$ cat src/aidr_pkg.sv
// Purpose: Shared constants and types of the analog input diagnostic record.
// Assumes: One 100 MHz module clock and a byte-wide record read port.
// Notes: The record byte offsets follow the diagnostic record byte order.
`default_nettype none
package aidr_pkg;

    // Clock and ticker timing.
    localparam int CLK_PERIOD_NS = 10;
    localparam int TICK_PERIOD_NS = 1000;
    localparam int PRESCALE_CYC = TICK_PERIOD_NS / CLK_PERIOD_NS;
    localparam logic [6:0] PRESCALE_LAST = 7'(PRESCALE_CYC - 1);
    localparam logic [31:0] TICKER_RESET = 32'h0000_0000;
    localparam logic [31:0] TICKER_MAX = 32'hFFFF_FFFF;

    // Byte offsets inside the diagnostic record.
    localparam logic [4:0] OFF_GENERAL_DIAG = 5'h00;
    localparam logic [4:0] OFF_MODULE_INFO = 5'h01;
    localparam logic [4:0] OFF_RESERVED_C = 5'h02;
    localparam logic [4:0] OFF_INTERNAL_DIAG = 5'h03;
    localparam logic [4:0] OFF_CHANNEL_KIND = 5'h04;
    localparam logic [4:0] OFF_DIAG_BITS = 5'h05;
    localparam logic [4:0] OFF_CHANNEL_COUNT = 5'h06;
    localparam logic [4:0] OFF_GROUP_SUMMARY = 5'h07;
    localparam logic [4:0] OFF_CHAN0_FLAGS = 5'h08;
    localparam logic [4:0] OFF_UNUSED_FLAGS = 5'h0C;
    localparam logic [4:0] OFF_TIMESTAMP = 5'h10;
    localparam logic [4:0] RECORD_LEN = 5'h14;

    // Fixed contents of the record.
    localparam logic [7:0] KIND_DIGITAL_IN = 8'h70;
    localparam logic [7:0] KIND_ANALOG_IN = 8'h71;
    localparam logic [7:0] KIND_DIGITAL_OUT = 8'h72;
    localparam logic [7:0] KIND_ANALOG_OUT = 8'h73;
    localparam logic [7:0] KIND_ANALOG_IO = 8'h74;
    localparam logic [7:0] KIND_COUNTER = 8'h76;
    localparam logic [7:0] DIAG_BITS_VAL = 8'h08;
    localparam logic [7:0] CHANNEL_COUNT_VAL = 8'h04;
    localparam logic [7:0] MODULE_INFO_VAL = 8'h15;
    localparam logic [7:0] BYTE_ZERO = 8'h00;
    localparam int NUM_CHAN = 4;

    // Bit positions.
    localparam int BIT_PARAM_ERR = 0;
    localparam int BIT_UNDERFLOW = 6;
    localparam int BIT_OVERFLOW = 7;
    localparam int BIT_GEN_CHAN_ERR = 3;

    // Carrier types.
    typedef struct packed {
        logic param_err;
        logic underflow;
        logic overflow;
    } aidr_chan_in_t;

    typedef struct packed {
        logic en;
        logic [4:0] addr;
    } aidr_rd_req_t;

    typedef struct packed {
        logic valid;
        logic [7:0] data;
    } aidr_rd_rsp_t;

endpackage
`default_nettype wire

$ cat src/aidr_diag_record.sv
// Purpose: Read-only diagnostic record of a four-channel analog input module.
// Assumes: 100 MHz clock; the coupler reads one record byte per request.
// Notes: Answers come one cycle after the request; no interrupt is raised.
`timescale 1ns/100ps
`default_nettype none
module aidr_diag_record (
    // Clock and reset.
    input wire logic core_clk_in,
    input wire logic reset_in,
    // Channel conditions from the measurement front end.
    input wire aidr_pkg::aidr_chan_in_t chan_cond_in [aidr_pkg::NUM_CHAN],
    // Record read port toward the backplane coupler.
    input wire aidr_pkg::aidr_rd_req_t rd_req_in,
    output aidr_pkg::aidr_rd_rsp_t rd_rsp_out,
    // Channel indicators and summary.
    output logic [3:0] chan_led_out,
    output logic chan_error_out
);
    import aidr_pkg::*;

    typedef struct packed {
        logic [6:0] presc;
        logic [31:0] ticker;
        logic [31:0] stamp;
        logic [7:0] rd_data;
        logic rd_valid;
        logic [3:0] led;
        logic chan_err;
    } aidr_top_st_t;

    aidr_top_st_t st_q;
    aidr_top_st_t st_d;

    logic [7:0] chan_flags [NUM_CHAN];
    logic [NUM_CHAN-1:0] chan_led;
    logic [NUM_CHAN-1:0] chan_event;
    logic [7:0] summary;
    logic [7:0] general_diag;
    logic [7:0] rd_byte;
    logic any_event;
    logic tick;

    // One error byte builder per channel.
    genvar gi;
    generate
        for (gi = 0; gi < NUM_CHAN; gi++) begin : g_chan
            aidr_chan_err u_chan (
                .core_clk_in(core_clk_in),
                .reset_in(reset_in),
                .cond_in(chan_cond_in[gi]),
                .flags_out(chan_flags[gi]),
                .led_out(chan_led[gi]),
                .event_out(chan_event[gi])
            );
        end
    endgenerate

    // Summary and general diagnostic bytes derive from the channel flags.
    always_comb begin
        summary = BYTE_ZERO;
        for (int i = 0; i < NUM_CHAN; i++) begin
            summary[i] = |chan_flags[i];
        end
        general_diag = BYTE_ZERO;
        general_diag[BIT_GEN_CHAN_ERR] = |summary;
        any_event = |chan_event;
        tick = (st_q.presc == PRESCALE_LAST);
    end

    // Record byte selection; unmapped offsets read as zero.
    always_comb begin
        rd_byte = BYTE_ZERO;
        case (rd_req_in.addr)
            OFF_GENERAL_DIAG: rd_byte = general_diag;
            OFF_MODULE_INFO: rd_byte = MODULE_INFO_VAL;
            OFF_CHANNEL_KIND: rd_byte = KIND_ANALOG_IN;
            OFF_DIAG_BITS: rd_byte = DIAG_BITS_VAL;
            OFF_CHANNEL_COUNT: rd_byte = CHANNEL_COUNT_VAL;
            OFF_GROUP_SUMMARY: rd_byte = summary;
            OFF_CHAN0_FLAGS: rd_byte = chan_flags[0];
            5'h09: rd_byte = chan_flags[1];
            5'h0A: rd_byte = chan_flags[2];
            5'h0B: rd_byte = chan_flags[3];
            // Timestamp goes out most significant byte first.
            OFF_TIMESTAMP: rd_byte = st_q.stamp[31:24];
            5'h11: rd_byte = st_q.stamp[23:16];
            5'h12: rd_byte = st_q.stamp[15:8];
            5'h13: rd_byte = st_q.stamp[7:0];
            default: rd_byte = BYTE_ZERO;
        endcase
    end

    // Next state: prescaler, ticker, timestamp capture and read answer.
    always_comb begin
        st_d = st_q;
        if (tick) begin
            st_d.presc = '0;
            // Natural 32-bit overflow gives the wrap to zero.
            st_d.ticker = st_q.ticker + 32'h0000_0001;
        end else begin
            st_d.presc = st_q.presc + 7'h01;
        end
        // A later event overwrites the stamp; only the newest is kept.
        if (any_event) begin
            st_d.stamp = st_q.ticker;
        end
        st_d.rd_valid = rd_req_in.en;
        st_d.rd_data = rd_req_in.en ? rd_byte : BYTE_ZERO;
        st_d.led = chan_led;
        st_d.chan_err = |summary;
    end

    // The ticker clears at reset so it starts from zero at power-on.
    always_ff @(posedge core_clk_in) begin
        if (reset_in) begin
            st_q <= '0;
            st_q.ticker <= TICKER_RESET;
        end else begin
            st_q <= st_d;
        end
    end

    assign rd_rsp_out.valid = st_q.rd_valid;
    assign rd_rsp_out.data = st_q.rd_data;
    assign chan_led_out = st_q.led;
    assign chan_error_out = st_q.chan_err;

    // Checks on the record contents.
    property p_kind_read;
        @(posedge core_clk_in) disable iff (reset_in)
        rd_req_in.en && rd_req_in.addr == OFF_CHANNEL_KIND
        |=> rd_rsp_out.valid && rd_rsp_out.data == 8'h71;
    endproperty
    a_kind_read: assert property (p_kind_read)
        else $error("Channel kind byte is not 71h.");

    property p_bits_read;
        @(posedge core_clk_in) disable iff (reset_in)
        rd_req_in.en && rd_req_in.addr == OFF_DIAG_BITS
        |=> rd_rsp_out.data == 8'h08;
    endproperty
    a_bits_read: assert property (p_bits_read)
        else $error("Diagnostic bits per channel is not 08h.");

    property p_count_read;
        @(posedge core_clk_in) disable iff (reset_in)
        rd_req_in.en && rd_req_in.addr == OFF_CHANNEL_COUNT
        |=> rd_rsp_out.data == 8'h04;
    endproperty
    a_count_read: assert property (p_count_read)
        else $error("Channel count byte is not 04h.");

    property p_summary_read;
        @(posedge core_clk_in) disable iff (reset_in)
        rd_req_in.en && rd_req_in.addr == OFF_GROUP_SUMMARY
        |=> rd_rsp_out.data[7:4] == 4'h0
            && rd_rsp_out.data[0] == $past(|chan_flags[0]);
    endproperty
    a_summary_read: assert property (p_summary_read)
        else $error("Group summary byte is wrong.");

    property p_cond_to_error;
        @(posedge core_clk_in) disable iff (reset_in)
        chan_cond_in[1].overflow |=> ##1 chan_error_out && chan_led_out[1];
    endproperty
    a_cond_to_error: assert property (p_cond_to_error)
        else $error("Overflow did not light indicator and error flag.");

    property p_general_bit;
        @(posedge core_clk_in) disable iff (reset_in)
        rd_req_in.en && rd_req_in.addr == OFF_GENERAL_DIAG
        |=> rd_rsp_out.data[3] == $past(|summary);
    endproperty
    a_general_bit: assert property (p_general_bit)
        else $error("General channel error bit is wrong.");

    property p_stamp;
        @(posedge core_clk_in) disable iff (reset_in)
        any_event |=> st_q.stamp == $past(st_q.ticker);
    endproperty
    a_stamp: assert property (p_stamp)
        else $error("Timestamp not captured on a diagnostic event.");

    property p_tick_step;
        @(posedge core_clk_in) disable iff (reset_in)
        tick |=> st_q.ticker == $past(st_q.ticker) + 32'h0000_0001;
    endproperty
    a_tick_step: assert property (p_tick_step)
        else $error("Ticker did not step on the prescaler wrap.");

    property p_tick_hold;
        @(posedge core_clk_in) disable iff (reset_in)
        !tick |=> $stable(st_q.ticker);
    endproperty
    a_tick_hold: assert property (p_tick_hold)
        else $error("Ticker moved between microsecond steps.");

    property p_tick_period;
        @(posedge core_clk_in) disable iff (reset_in)
        tick |=> !tick [*8] ##92 tick;
    endproperty
    a_tick_period: assert property (p_tick_period)
        else $error("Prescaler period is not 100 cycles.");

    property p_wrap;
        @(posedge core_clk_in) disable iff (reset_in)
        tick && st_q.ticker == TICKER_MAX |=> st_q.ticker == 32'h0000_0000;
    endproperty
    a_wrap: assert property (p_wrap)
        else $error("Ticker did not wrap to zero.");

    property p_start_zero;
        @(posedge core_clk_in)
        $fell(reset_in) |-> st_q.ticker == 32'h0000_0000;
    endproperty
    a_start_zero: assert property (p_start_zero)
        else $error("Ticker not zero after reset.");

    // Watch the registered error output so a lost channel 2 summary bit shows up.
    property p_flag_summary;
        @(posedge core_clk_in) disable iff (reset_in)
        |chan_flags[2] |=> chan_error_out;
    endproperty
    a_flag_summary: assert property (p_flag_summary)
        else $error("Summary bit missing for an erring channel.");
endmodule // aidr_diag_record
`default_nettype wire

$ cat src/aidr_chan_err.sv
// Purpose: Error byte, indicator and event pulse of one analog channel.
// Assumes: Condition inputs are levels synchronous to the clock.
// Notes: Flags follow the present condition; they are not sticky.
`timescale 1ns/100ps
`default_nettype none
module aidr_chan_err (
    // Clock and reset.
    input wire logic core_clk_in,
    input wire logic reset_in,
    // Channel conditions.
    input wire aidr_pkg::aidr_chan_in_t cond_in,
    // Error byte, indicator and event pulse.
    output logic [7:0] flags_out,
    output logic led_out,
    output logic event_out
);
    import aidr_pkg::*;

    typedef struct packed {
        logic [7:0] flags;
        logic led;
        logic event_p;
    } aidr_chan_st_t;

    aidr_chan_st_t st_q;
    aidr_chan_st_t st_d;

    // Build the error byte; reserved bits 5 to 1 always stay zero.
    always_comb begin
        st_d = st_q;
        st_d.flags = BYTE_ZERO;
        st_d.flags[BIT_PARAM_ERR] = cond_in.param_err;
        st_d.flags[BIT_UNDERFLOW] = cond_in.underflow;
        st_d.flags[BIT_OVERFLOW] = cond_in.overflow;
        st_d.led = |st_d.flags;
        // A new error bit appearing is a diagnostic event.
        st_d.event_p = |(st_d.flags & ~st_q.flags);
    end

    always_ff @(posedge core_clk_in) begin
        if (reset_in) begin
            st_q <= '0;
        end else begin
            st_q <= st_d;
        end
    end

    assign flags_out = st_q.flags;
    assign led_out = st_q.led;
    assign event_out = st_q.event_p;

    property p_param_bit;
        @(posedge core_clk_in) disable iff (reset_in)
        cond_in.param_err |=> flags_out[0];
    endproperty
    a_param_bit: assert property (p_param_bit)
        else $error("Parameter error bit not set.");

    property p_under_bit;
        @(posedge core_clk_in) disable iff (reset_in)
        1'b1 |=> flags_out[6] == $past(cond_in.underflow);
    endproperty
    a_under_bit: assert property (p_under_bit)
        else $error("Underflow bit does not follow its condition.");

    property p_over_bit;
        @(posedge core_clk_in) disable iff (reset_in)
        1'b1 |=> flags_out[7] == $past(cond_in.overflow);
    endproperty
    a_over_bit: assert property (p_over_bit)
        else $error("Overflow bit does not follow its condition.");
endmodule // aidr_chan_err
`default_nettype wire

$ cat config.mk
export PLATFORM = sky130hd
export DESIGN_NAME = aidr_diag_record
export DESIGN_NICKNAME = d
export VERILOG_FILES = /design/src/aidr_pkg.sv /design/src/aidr_diag_record.sv /design/src/aidr_chan_err.sv
export SDC_FILE = /design/constraint.sdc
export NUM_CORES = 1
export LEC_CHECK = 0
export BUFFER_PORTS_ARGS = -buffer_cell sky130_fd_sc_hd__buf_2
export CORE_ASPECT_RATIO = 0.8
export CORE_MARGIN = 8
export CORE_UTILIZATION = 44
export DETAILED_ROUTE_END_ITERATION = 8
export PLACE_DENSITY_LB_ADDON = 0.25
export RECOVER_POWER = 100
export SLEW_MARGIN = 25
export SYNTH_ARGS = -nofsm -noshare
export SYNTH_HDL_FRONTEND = slang
export SYNTH_SLANG_ARGS = --single-unit
$ cat constraint.sdc
create_clock -name core_clk_in -period 3.7 [get_ports core_clk_in]
set_input_delay 0.185 -clock core_clk_in [delete_from_list [all_inputs] [get_ports core_clk_in]]
set_output_delay 0.185 -clock core_clk_in [all_outputs]
set_load 0.03 [all_outputs]
==> key figures, run 1 <==
Power
  • Switching Share: 22.2%
  • VDD IR max: 0.209 mV
  • Lkg Pwr: 1.66 nW
  • Total power: 2.30 mW
  • NetSw: 511 uW
  • Part of the power in registers: 50.6%
  • Gate power share: 5.7%
  • PD cells: 460 nW/um2
  • Power share of the clock group: 43.7%
  • Power Internal: 1.79 mW

Logic synthesis
  • Synth Flop Type: dfxtp_1
  • Average size of a mapped cell: 8.22 um2
  • FF+latch count, synth: 105
  • Cell taking the most area after synthesis: dfxtp_1
  • Largest family of logic cells by synthesized area: simple AND/OR/NAND/NOR gates
  • Compound-Gate Fraction of Synth Area: 11.8%
  • Adder-cell share of the synthesized area: 0.553%
  • Synth warn: 0
  • Multiplexer area fraction after synthesis: 2.54%
  • EDFF count, synth: 0
  • Mapped Area: 4530 um2
  • Synthesized Nets: 573
  • Xor and xnor area share after synthesis: 5.22%
  • Synth area leaders: dfxtp_1 46%, nand2_1 7.3%, a21oi_1 5.6%, xnor2_1 4.3%, nor2_1 3.8%
  • Synthesized instance count: 551
  • Yosys top cell area share: 46.4%
  • Post-synthesis simple-gate area fraction: 26.6%
  • Sequential fraction of the synthesis area: 46.4%
  • Yosys cell types: 45
  • Asr flop ratio synth: 0%

Finish
  • # fillers: 998
  • Commonest cells after routing, fill and taps aside: 105 x dfxtp_1, 88 x nand2_1, 51 x a21oi_1
  • Number of antenna diodes: 0
  • Commonest non-fill, non-tap cell in the layout: dfxtp_1
  • Area Growth Syn to Fin: 10.1%
  • Layout cells sized above 1: 8.20%
  • Fin nets: 579

Detailed routing
  • Number of DRC markers in iteration 0: 290
  • Drt via density: 5.24
  • Via Count: 3,675
  • DR DRC count: 0
  • Antenna viol nets, final: 0
  • DR WL/cell: 14.3 um
  • Total wire length: 10.0 mm
  • DR pass1 iterations: 5

Worst hold path
  • HP Class: input port to flop
  • Hold Crit Start: chan_cond_in[2]
  • Hold depth: 3
  • Sink of the worst hold path: g_chan[3].u_chan.event_out

Run
  • Max cap viols: 1

Floorplan
  • Die H: 107 um
  • Row count: 33
  • Core Region: 10,100 um2
  • Initial Util: 44.8%
  • DIE WIDTH: 129 um
  • Io pins: 34
  • Die Footprint: 13,800 um2

Global route
  • Global Route met1 Usage: 21.4%
  • Largest net degree at the start of global routing: 58
  • First-pass GRT wire length: 17.0 mm
  • GRT overflow: 0
  • Tot GR Track Use: 15.1%
  • Vias in the first global route: 3,438
  • Antenna violations before repair: 0
  • Top Usage Layer GRT: met2
  • Met3 Use GR: 3.62%
  • Met2 GRT Util: 22.2%

Setup path
  • Reg-to-Reg End: st_q[77]
  • Crit Path Class: flop to flop
  • CP Data Arrival Time: 2.86 ns
  • Crit end category: flop
  • Startpoint Class: flop
  • Worst r2r path cells: 5
  • Slack of the worst reg-to-reg path: 1.09 ns
  • FF-to-FF Start: st_q[50]
  • WP data required: 3.94 ns
  • CP Max Fanout: 16

Clock network
  • CTS sink count: 105
  • CTS-repair resized insts: 0
  • Clk buf depth: 2
  • Clk pin slew, worst setup/hold paths: 0.07 ns
  • Post CTS Setup Buffer Count: 0
  • Root Driver: clkbuf_16
  • Skew-Pair Late Insertion Delay: 0.34 ns
  • Cts bufs inserted: 9
  • Htree depth: 3
  • CTS tree: built
  • Hold buffer count at CTS: 0

STA
  • Rel. slew slack: -63.4%
  • Worst Tran Pin Value: 2.45 ns
  • Final period util: 70.6%
  • Max-slew violations: 58
  • Worst Skew: 0.00870 ns
  • Final setup margin: 1.09 ns
  • Final hold vios: 0
  • Setup TNS after final layout: 0 ns
  • RSZ-0062 raised after global routing: false
  • Setup violators final: 0
  • Max Clk Rate: 383 MHz
  • Minimum clock period: 2.61 ns

Placement
  • Post-DP HPWL: 7.12 mm
  • Port buffer count: 33
  • Post-place setup slack: 1.20 ns
  • Gpl congestion: 0.836

Outcome
  • Status: finished, violations left
  • Failing checks: max-capacitance violations, max-slew violations
## worst max-delay path, cell delays in order (launching register included)
cell and delay (ns):
dfxtp_1 0.41, nand4_1 0.17, or4_1 0.75, or3_1 0.53, or4_1 0.50, a21oi_1 0.16
## state kept, by name, indices dropped and copies added (netlist names)
signal                   cells
chan_error_out               1
chan_led_out                 4
g_chan.u_chan.event_out      4
g_chan.u_chan.flags_out     12
g_chan.u_chan.led_out        4
rd_rsp_out                   9
st_q                        71
## final cells by class
cell class,count,area (um2),share of cell area (%)
clock buffer,9,225,4.52
clock inverter,6,92.6,1.86
inverter,26,97.6,1.96
multi-input combinational,376,2110,42.3
sequential,105,2100,42.2
tap,140,175,3.51
timing repair buffer,39,184,3.69
## power groups by stage
stage | combinational [mW] | sequential, mW | clock (mW)
global route | 0.147 | 1.16 | 1.06
detailed placement | 0.132 | 1.19 | 0
global placement | 0.132 | 1.19 | 0
finish | 0.131 | 1.16 | 1.00
CTS | 0.133 | 1.16 | 1.02
floorplan | 0.0989 | 1.19 | 0
## through the flow
| step | instance area (um2) | hold slack (ns) | util, % | std cells |
|---|---|---|---|---|
| floorplan | 4530 | 0.264 | - | 551 |
| finish | 4990 | 0.0977 | 49.3 | 701 |
| CTS | 5020 | 0.0951 | 49.7 | 701 |
| global route | 4990 | 0.0978 | 49.3 | 701 |
| detailed placement | 4710 | 0.424 | 46.5 | 686 |
| global placement | 4700 | 0.416 | 46.5 | 686 |
## per-layer routing
metal | wire (um) | vias to the layer above | part of all wire, %
li1 | - | 1870 | -
met4 | 136 | 0 | 1.4
met3 | 597 | 11 | 6.0
met1 | 5080 | 1709 | 51
met5 | 0 | - | 0
met2 | 4210 | 85 | 42
## how the worst max path moves through the flow
| stage | slack, ns | end | start | cells after the start |
|---|---|---|---|---|
| after floorplan | 1.53 | st_q[77] | st_q[50] | 6 |
| after global placement | 1.25 | st_q[77] | st_q[50] | 5 |
| after detailed placement | 1.20 | st_q[77] | st_q[50] | 5 |
| after CTS | 1.19 | st_q[77] | st_q[50] | 5 |
| after global routing | 0.88 | st_q[56] | reset_in | 3 |
| final | 1.09 | st_q[77] | st_q[50] | 5 |
## synthesized netlist by cell type (2+ instances only)
cell,instances
dfxtp_1,105
nand2_1,88
a21oi_1,51
nor2_1,46
inv_1,26
nor2b_1,23
clkbuf_1,22
xnor2_1,22
nand3_1,20
o21ai_0,19
buf_4,13
nor4_1,12
or3_1,11
nor3_1,9
buf_1,8
mux2i_1,7
nand4_1,7
or4_1,6
a32oi_1,5
xor2_1,5
a222oi_1,4
and3_1,4
nand2b_1,4
a22oi_1,3
nand3b_1,3
o31ai_1,3
a31oi_1,2
ha_1,2
mux2_2,2
nor3b_1,2
nor4b_1,2
or2_2,2
## kinds of logic (layout without fill, tap and decap cells)
logic type / Yosys count / in the layout
simple gates: 245 / 245
flops: 105 / 105
compound gates: 92 / 92
buf+inv: 70 / 80
xor+xnor: 27 / 27
mux: 10 / 10
fa+ha+maj: 2 / 2
Power figures use the tool's default switching activity.
==> run 2, diff against run 1 <==
Settings changed: ABC_AREA set to 1.
Clock period 3.7 ns to 2.15 ns, I/O delays scaled along.
==> run 2 against run 1 <==
  * The run now ends clean
  * Combinational power increased by 100%
  * Sequential share of layout area decreased by 3.5 points
  * Non-clock buffer count increased by 12
  * Power increased by 74%
  * Flip-flop and latch count unchanged
  * Via count increased by 19%
  * Synthesized cell count increased by 25%
  * Worst hold slack improved by 0.10 ns
  * Worst setup slack got worse by 0.75 ns
==> key figures, run 2 <==
Finish
  • Final Util: 50.3% (was 49.3%)
  • Layout cells sized above 1: 8.95% (was 8.20%)
  • # fillers: 1,093 (was 998)
  • Max reg flops: 71 (unchanged)
  • Top reg by flops: st_q (unchanged)
  • Commonest non-fill, non-tap cell in the layout: nand2_1 (was dfxtp_1)
  • Fin nets: 743 (was 579)
  • Multi-input combinational cell area: 2200 um2 (was 2110 um2)
  • Storage element area: 2100 um2 (unchanged)
  • Area Growth Syn to Fin: 12.5% (was 10.1%)
  • Number of antenna diodes: 0 (unchanged)
  • Commonest cells after routing, fill and taps aside: 129 x nand2_1, 123 x nor2_1, 105 x dfxtp_1 (was 105 x dfxtp_1, 88 x nand2_1, 51 x a21oi_1)

Detailed routing
  • DR pass1 iterations: 7 (was 5)
  • DR DRC count: 0 (unchanged)
  • Antenna viol nets, final: 0 (unchanged)
  • DR WL/cell: 13.7 um (was 14.3 um)
  • Number of DRC markers in iteration 0: 486 (was 290)
  • Total wire length: 11.9 mm (was 10.0 mm)
  • Drt via density: 5.02 (was 5.24)
  • Via Count: 4,364 (was 3,675)

STA
  • Final period util: 84.3% (was 70.6%)
  • RSZ-0062 raised after global routing: false (unchanged)
  • Minimum clock period: 1.81 ns (was 2.61 ns)
  • Max-slew violations: 0 (was 58)
  • Setup TNS after final layout: 0 ns (unchanged)
  • Worst Tran Pin Value: 0.807 ns (was 2.45 ns)
  • Final hold vios: 0 (unchanged)
  • Max Clk Rate: 552 MHz (was 383 MHz)
  • Setup violators final: 0 (unchanged)
  • Final setup margin: 0.338 ns (was 1.09 ns)
  • Rel. slew slack: 46.2% (was -63.4%)
  • Worst Skew: 0.00780 ns (was 0.00870 ns)

Setup path
  • Reg-to-Reg End: st_q[70] (was st_q[77])
  • CP Data Arrival Time: 2.04 ns (was 2.86 ns)
  • Startpoint Class: flop (unchanged)
  • Worst r2r path cells: 8 (was 5)
  • Slowest CP cell: nor2_1 (was or4_1)
  • Slowest stage delay, CP: 0.42 ns (was 0.75 ns)
  • Crit path buffers/inverters: 0 (unchanged)
  • CP Max Fanout: 6 (was 16)
  • WP data required: 2.38 ns (was 3.94 ns)
  • Crit path top cell by count: nor2_1 (was or4_1)
  • Crit-path leading delay family: simple AND/OR/NAND/NOR gates (unchanged)
  • Crit Path Class: flop to flop (unchanged)
  • Crit end category: flop (unchanged)
  • Slack of the worst reg-to-reg path: 0.34 ns (was 1.09 ns)
  • FF-to-FF Start: st_q[78] (was st_q[50])
  • Crit-path cells: ha_1, nand2_1, nor2_1, nand3_1, nor2_1, nand3_1, nand2_1, nor2_1 (was nand4_1, or4_1, or3_1, or4_1, a21oi_1)

Placement
  • Post-DP HPWL: 8.85 mm (was 7.12 mm)
  • Gpl congestion: 0.903 (was 0.836)
  • Post-place setup slack: 0.546 ns (was 1.20 ns)
  • Port buffer count: 33 (unchanged)

Logic synthesis
  • Sequential fraction of the synthesis area: 43.5% (was 46.4%)
  • Post-synth top cells: 127 x nand2_1, 121 x nor2_1, 105 x dfxtp_1, 90 x inv_1, 53 x o21ai_0 (was 105 x dfxtp_1, 88 x nand2_1, 51 x a21oi_1, 46 x nor2_1, 26 x inv_1)
  • FF+latch count, synth: 105 (unchanged)
  • EDFF count, synth: 0 (unchanged)
  • Synthesized Nets: 710 (was 573)
  • Synthesized instance count: 688 (was 551)
  • Cell taking the most area after synthesis: dfxtp_1 (unchanged)
  • Synth warn: 0 (unchanged)
  • Yosys cell types: 35 (was 45)
  • Average size of a mapped cell: 7.02 um2 (was 8.22 um2)
  • Count leader, synth: nand2_1 (was dfxtp_1)
  • Asr flop ratio synth: 0% (unchanged)
  • Mapped Area: 4830 um2 (was 4530 um2)
  • Yosys top cell area share: 43.5% (was 46.4%)
  • Synth area leaders: dfxtp_1 44%, nand2_1 9.9%, nor2_1 9.4%, inv_1 7.0%, o21ai_0 5.5% (was dfxtp_1 46%, nand2_1 7.3%, a21oi_1 5.6%, xnor2_1 4.3%, nor2_1 3.8%)
  • Synth Flop Type: dfxtp_1 (unchanged)

Worst hold path
  • HP Class: input port to flop (unchanged)
  • Hold depth: 3 (unchanged)
  • Hold Crit Start: rd_req_in[5] (was chan_cond_in[2])
  • Sink of the worst hold path: rd_rsp_out[8] (was g_chan[3].u_chan.event_out)

Power
  • Lkg Pwr: 2.25 nW (was 1.66 nW)
  • VDD IR max: 0.416 mV (was 0.209 mV)
  • PD cells: 736 nW/um2 (was 460 nW/um2)
  • Total power: 4.00 mW (was 2.30 mW)

Clock network
  • Cts bufs inserted: 9 (unchanged)
  • Htree depth: 3 (unchanged)
  • Clk pin slew, worst setup/hold paths: 0.07 ns (about the same)
  • CTS tree: built (unchanged)
  • Clk buf depth: 2 (unchanged)
  • Skew-Pair Late Insertion Delay: 0.35 ns (was 0.34 ns)
  • Root Driver: clkbuf_16 (unchanged)
  • CTS sink count: 105 (unchanged)

Global route
  • Tot GR Track Use: 16.8% (was 15.1%)
  • Antenna violations before repair: 0 (unchanged)
  • Vias in the first global route: 4,060 (was 3,438)
  • Largest net degree at the start of global routing: 49 (was 58)
  • First-pass GRT wire length: 19.7 mm (was 17.0 mm)
  • GRT overflow: 0 (unchanged)

Floorplan
  • Core Region: 10,800 um2 (was 10,100 um2)
  • DIE WIDTH: 133 um (was 129 um)
  • Die Footprint: 14,600 um2 (was 13,800 um2)
  • Row count: 34 (was 33)
  • Io pins: 34 (unchanged)
  • Die H: 110 um (was 107 um)
  • Initial Util: 44.7% (was 44.8%)

Run
  • Max cap viols: 0 (was 1)

Outcome
  • Status: completed (was finished, violations left)
run 2: changes by cell type after synthesis, sizes merged, moves of 18 or more:
cell,previous run,this run
nor2b,23,0
o21ai,19,55
xnor2,22,2
nand2,88,134
nor2,46,140
nand3,20,38
inv,26,91
run 2: worst max-delay path by stage:
| stage | from | end | slack, ns | depth (start not counted) |
|---|---|---|---|---|
| 2_1_floorplan | st_q[47] | st_q[74] | 0.77 | 8 |
| 3_3_place_gp | st_q[78] | st_q[70] | 0.57 | 8 |
| 3_5_place_dp | st_q[47] | st_q[72] | 0.55 | 8 |
| 4_1_cts | st_q[47] | st_q[72] | 0.53 | 8 |
| 5_1_grt | st_q[47] | st_q[60] | 0.16 | 8 |
| 6_report | st_q[78] | st_q[70] | 0.34 | 8 |
run 2: cells by family after synthesis:
logic type	Yosys count	share of synthesized area, %
AOI/OAI and AO/OA	113	12.4
and+or+nand+nor	343	32.3
DFF	105	43.5
xor gates and xnor gates	4	0.725
buffers and inverters	121	10.5
adders and majority gates	2	0.518
run 2: area by class of cell:
type                    instances  share of cell area [%]
clock buffers                  10                    4.21
clock inverters                 6                    1.36
inverters                      92                    6.35
multi-input cells             462                    40.5
flip-flops and latches        105                    38.7
well taps                     144                    3.31
repair buffers                 51                    5.62
run 2: per-layer routing:
| layer | wire, um | GRT usage [%] | vias to the layer above | part of all wire (%) |
|---|---|---|---|---|
| met5 | 0 | 0 | - | 0 |
| met4 | 153 | 5.20 | 0 | 1.3 |
| met3 | 963 | 4.98 | 13 | 8.1 |
| met2 | 4840 | 24.6 | 135 | 41 |
| met1 | 5970 | 23.5 | 1973 | 50 |
| li1 | - | - | 2243 | - |
run 2: through the flow:
step / hold WS (ns) / std cells / instance area [um2]
2_1_floorplan: 0.243 / 688 / 4830
5_1_grt: 0.242 / 870 / 5440
6_report: 0.202 / 870 / 5440
3_3_place_gp: 0.334 / 842 / 5070
3_5_place_dp: 0.339 / 842 / 5070
4_1_cts: 0.200 / 870 / 5490
run 2: worst register-to-register path, stage by stage, from the launching register on:
cell,delay (ns)
dfxtp_1,0.35
ha_1,0.22
nand2_1,0.07
nor2_1,0.42
nand3_1,0.27
nor2_1,0.18
nand3_1,0.08
nand2_1,0.06
nor2_1,0.03
run 2: report_power, final:
group          internal (mW)  switching [mW]
clock                  0.921           0.767
combinational         0.0914           0.177
sequential              2.01          0.0390
run 2: repair_timing:
action | in CTS | in global routing
hold buffers | 12 | 0
endpoints found under the hold margin | 12 | 0
setup buffers | 0 | 0
gates resized for setup | 0 | 0
==> run 3, diff against run 2 <==
Settings changed: ABC_AREA 1 to 0.
Clock period 2.15 ns to 1.6 ns, I/O delays scaled along.
==> run 3 against run 2 <==
  * The run now ends with negative setup slack left
  * Critical path depth fell by 3
  * Non-clock buffer count rose by 81
  * Fmax fell by 11%
  * Power rose by 32%
  * Clock-buffer cell count rose by 2
  * Utilization rose by 12 points
  * First-iteration DRC count fell by 27%
  * Die area fell by 5.4%
==> key figures, run 3 (same netlist as run 1, synthesis figures left out) <==
Setup path
  • FF-to-FF Start: st_q[57] (was st_q[78])
  • Worst r2r path cells: 5 (was 8)
  • Crit end category: flop (unchanged)
  • Startpoint Class: flop (unchanged)
  • Slack of the worst reg-to-reg path: -0.43 ns (was 0.34 ns)
  • CP Data Arrival Time: 2.31 ns (was 2.04 ns)
  • CP Max Fanout: 4 (was 6)
  • Crit Path Class: flop to flop (unchanged)
  • WP data required: 1.88 ns (was 2.38 ns)
  • Worst setup path start: st_q[57] (was st_q[78])
  • CP Capture Point: st_q[76] (was st_q[70])
  • Reg-to-Reg End: st_q[76] (was st_q[70])

Clock network
  • CTS sink count: 105 (unchanged)
  • CTS tree: built (unchanged)
  • Htree depth: 3 (unchanged)
  • Clk pin slew, worst setup/hold paths: 0.07 ns (about the same)
  • Skew-Pair Late Insertion Delay: 0.35 ns (about the same)
  • Clk buf depth: 2 (unchanged)
  • Cts bufs inserted: 9 (unchanged)
  • Root Driver: clkbuf_16 (unchanged)

STA
  • Worst Tran Pin Value: 0.494 ns (was 0.807 ns)
  • Final hold vios: 0 (unchanged)
  • Rel. slew slack: 67.0% (was 46.2%)
  • Final period util: 127% (was 84.3%)
  • Max Clk Rate: 492 MHz (was 552 MHz)
  • Worst Skew: 0.00874 ns (was 0.00780 ns)
  • Setup TNS after final layout: -6.00 ns (was 0 ns)
  • RSZ-0062 raised after global routing: true (was false)
  • Setup violators final: 26 (was 0)
  • Minimum clock period: 2.03 ns (was 1.81 ns)
  • Final setup margin: -0.433 ns (was 0.338 ns)
  • Max-slew violations: 0 (unchanged)

Detailed routing
  • Antenna viol nets, final: 0 (unchanged)
  • Total wire length: 12.5 mm (was 11.9 mm)
  • DR pass1 iterations: 5 (was 7)
  • Via Count: 4,198 (was 4,364)
  • Drt via density: 5.27 (was 5.02)
  • DR WL/cell: 15.7 um (was 13.7 um)
  • Number of DRC markers in iteration 0: 354 (was 486)
  • DR DRC count: 0 (unchanged)

Global route
  • Largest net degree at the start of global routing: 70 (was 49)
  • Vias in the first global route: 4,022 (was 4,060)
  • GRT overflow: 0 (unchanged)
  • Antenna violations before repair: 1 (was 0)
  • First-pass GRT wire length: 19.4 mm (was 19.7 mm)
  • Tot GR Track Use: 17.7% (was 16.8%)

Power
  • Lkg Pwr: 2.54 nW (was 2.25 nW)
  • PD cells: 840 nW/um2 (was 736 nW/um2)
  • VDD IR max: 0.546 mV (was 0.416 mV)
  • Total power: 5.28 mW (was 4.00 mW)

Floorplan
  • Die Footprint: 13,800 um2 (was 14,600 um2)
  • Io pins: 34 (unchanged)
  • Row count: 33 (was 34)
  • Initial Util: 44.8% (was 44.7%)
  • Die H: 107 um (was 110 um)
  • Core Region: 10,100 um2 (was 10,800 um2)
  • DIE WIDTH: 129 um (was 133 um)

Placement
  • Cell count after placement: 746 (was 842)
  • Port buffer count: 33 (unchanged)
  • Gpl congestion: 0.904 (was 0.903)
  • Post-DP HPWL: 8.12 mm (was 8.85 mm)

Finish
  • Layout Cells excl Fill: 796 (was 870)
  • Layout cells sized above 1: 26.9% (was 8.95%)
  • Area Growth Syn to Fin: 38.6% (was 12.5%)
  • Top reg by flops: st_q (unchanged)
  • Commonest cells after routing, fill and taps aside: 94 x dfxtp_1, 88 x nand2_1, 60 x buf_4 (was 129 x nand2_1, 123 x nor2_1, 105 x dfxtp_1)
  • Commonest non-fill, non-tap cell in the layout: dfxtp_1 (was nand2_1)
  • Max reg flops: 71 (unchanged)
  • Fin nets: 672 (was 743)

Run
  • Max cap viols: 0 (unchanged)

Outcome
  • Failing checks: negative setup slack
  • Status: finished, violations left (was completed)

Worst hold path
  • HP Class: input port to flop (unchanged)
  • Hold Crit Start: chan_cond_in[3] (was rd_req_in[5])
run 3: area by class of cell:
cell class | count | area, um2
timing repair buffer | 132 | 1100
sequential | 105 | 2120
inverter | 26 | 97.6
multi-input combinational | 376 | 2490
clock buffer | 12 | 246
tap | 140 | 175
clock inverter | 4 | 52.6
antenna | 1 | 2.50
fill | 845 | 3840
run 3: metrics by stage:
step                      instance area, um2  utilization, %  hold WS [ns]  setup slack (ns)
after floorplan                         4680               -         0.159            -0.456
after global placement                  5320            52.6         0.337            -0.425
after detailed placement                5320            52.6         0.342            -0.449
after CTS                               6110            60.4      0.000322            -0.397
after global routing                    6280            62.1       0.00665            -0.469
final                                   6280            62.1        0.0103            -0.433
run 3: worst min path at each step:
stage                                         end  slack, ns  depth (start not counted)
floorplan           g_chan[0].u_chan.flags_out[6]       0.16                          1
global placement       g_chan[1].u_chan.event_out       0.34                          3
detailed placement     g_chan[3].u_chan.event_out       0.34                          3
CTS                 g_chan[2].u_chan.flags_out[7]     0.0003                          2
global route        g_chan[2].u_chan.flags_out[7]      0.007                          2
finish              g_chan[2].u_chan.flags_out[7]       0.01                          2
run 3: repair_timing:
action                     4_1_cts  5_1_grt
gates cloned                     2        0
buffers inserted                13        8
pin swaps                       26       24
hold endpoints to repair         8        0
gates resized for setup         44       37
setup endpoints to repair       27       30
hold buffers                    11        0
run 3: worst max-delay path, cell delays in order, from the launching register on:
cell and delay, ns:
dfxtp_2 0.32, nand4_1 0.17, or4_4 0.51, or3_4 0.40
or4_4 0.42, a21oi_2 0.15
run 3: per-layer routing:
metal	track usage (%)	part of all wire (%)	vias to the layer above	routed length (um)
met5	0	0	-	0
met4	5.54	1.6	0	199
met3	4.22	4.8	19	601
met2	27.9	47	89	5890
met1	23.4	47	2037	5840
li1	-	-	2053	-
run 3: power breakdown:
group / internal, mW / leakage, nW / switching [mW]
Clock: 1.26 / 0.147 / 0.959
Sequential: 2.66 / 0.859 / 0.0260
Combinational: 0.139 / 1.54 / 0.226
Total: 4.06 / 2.54 / 1.21
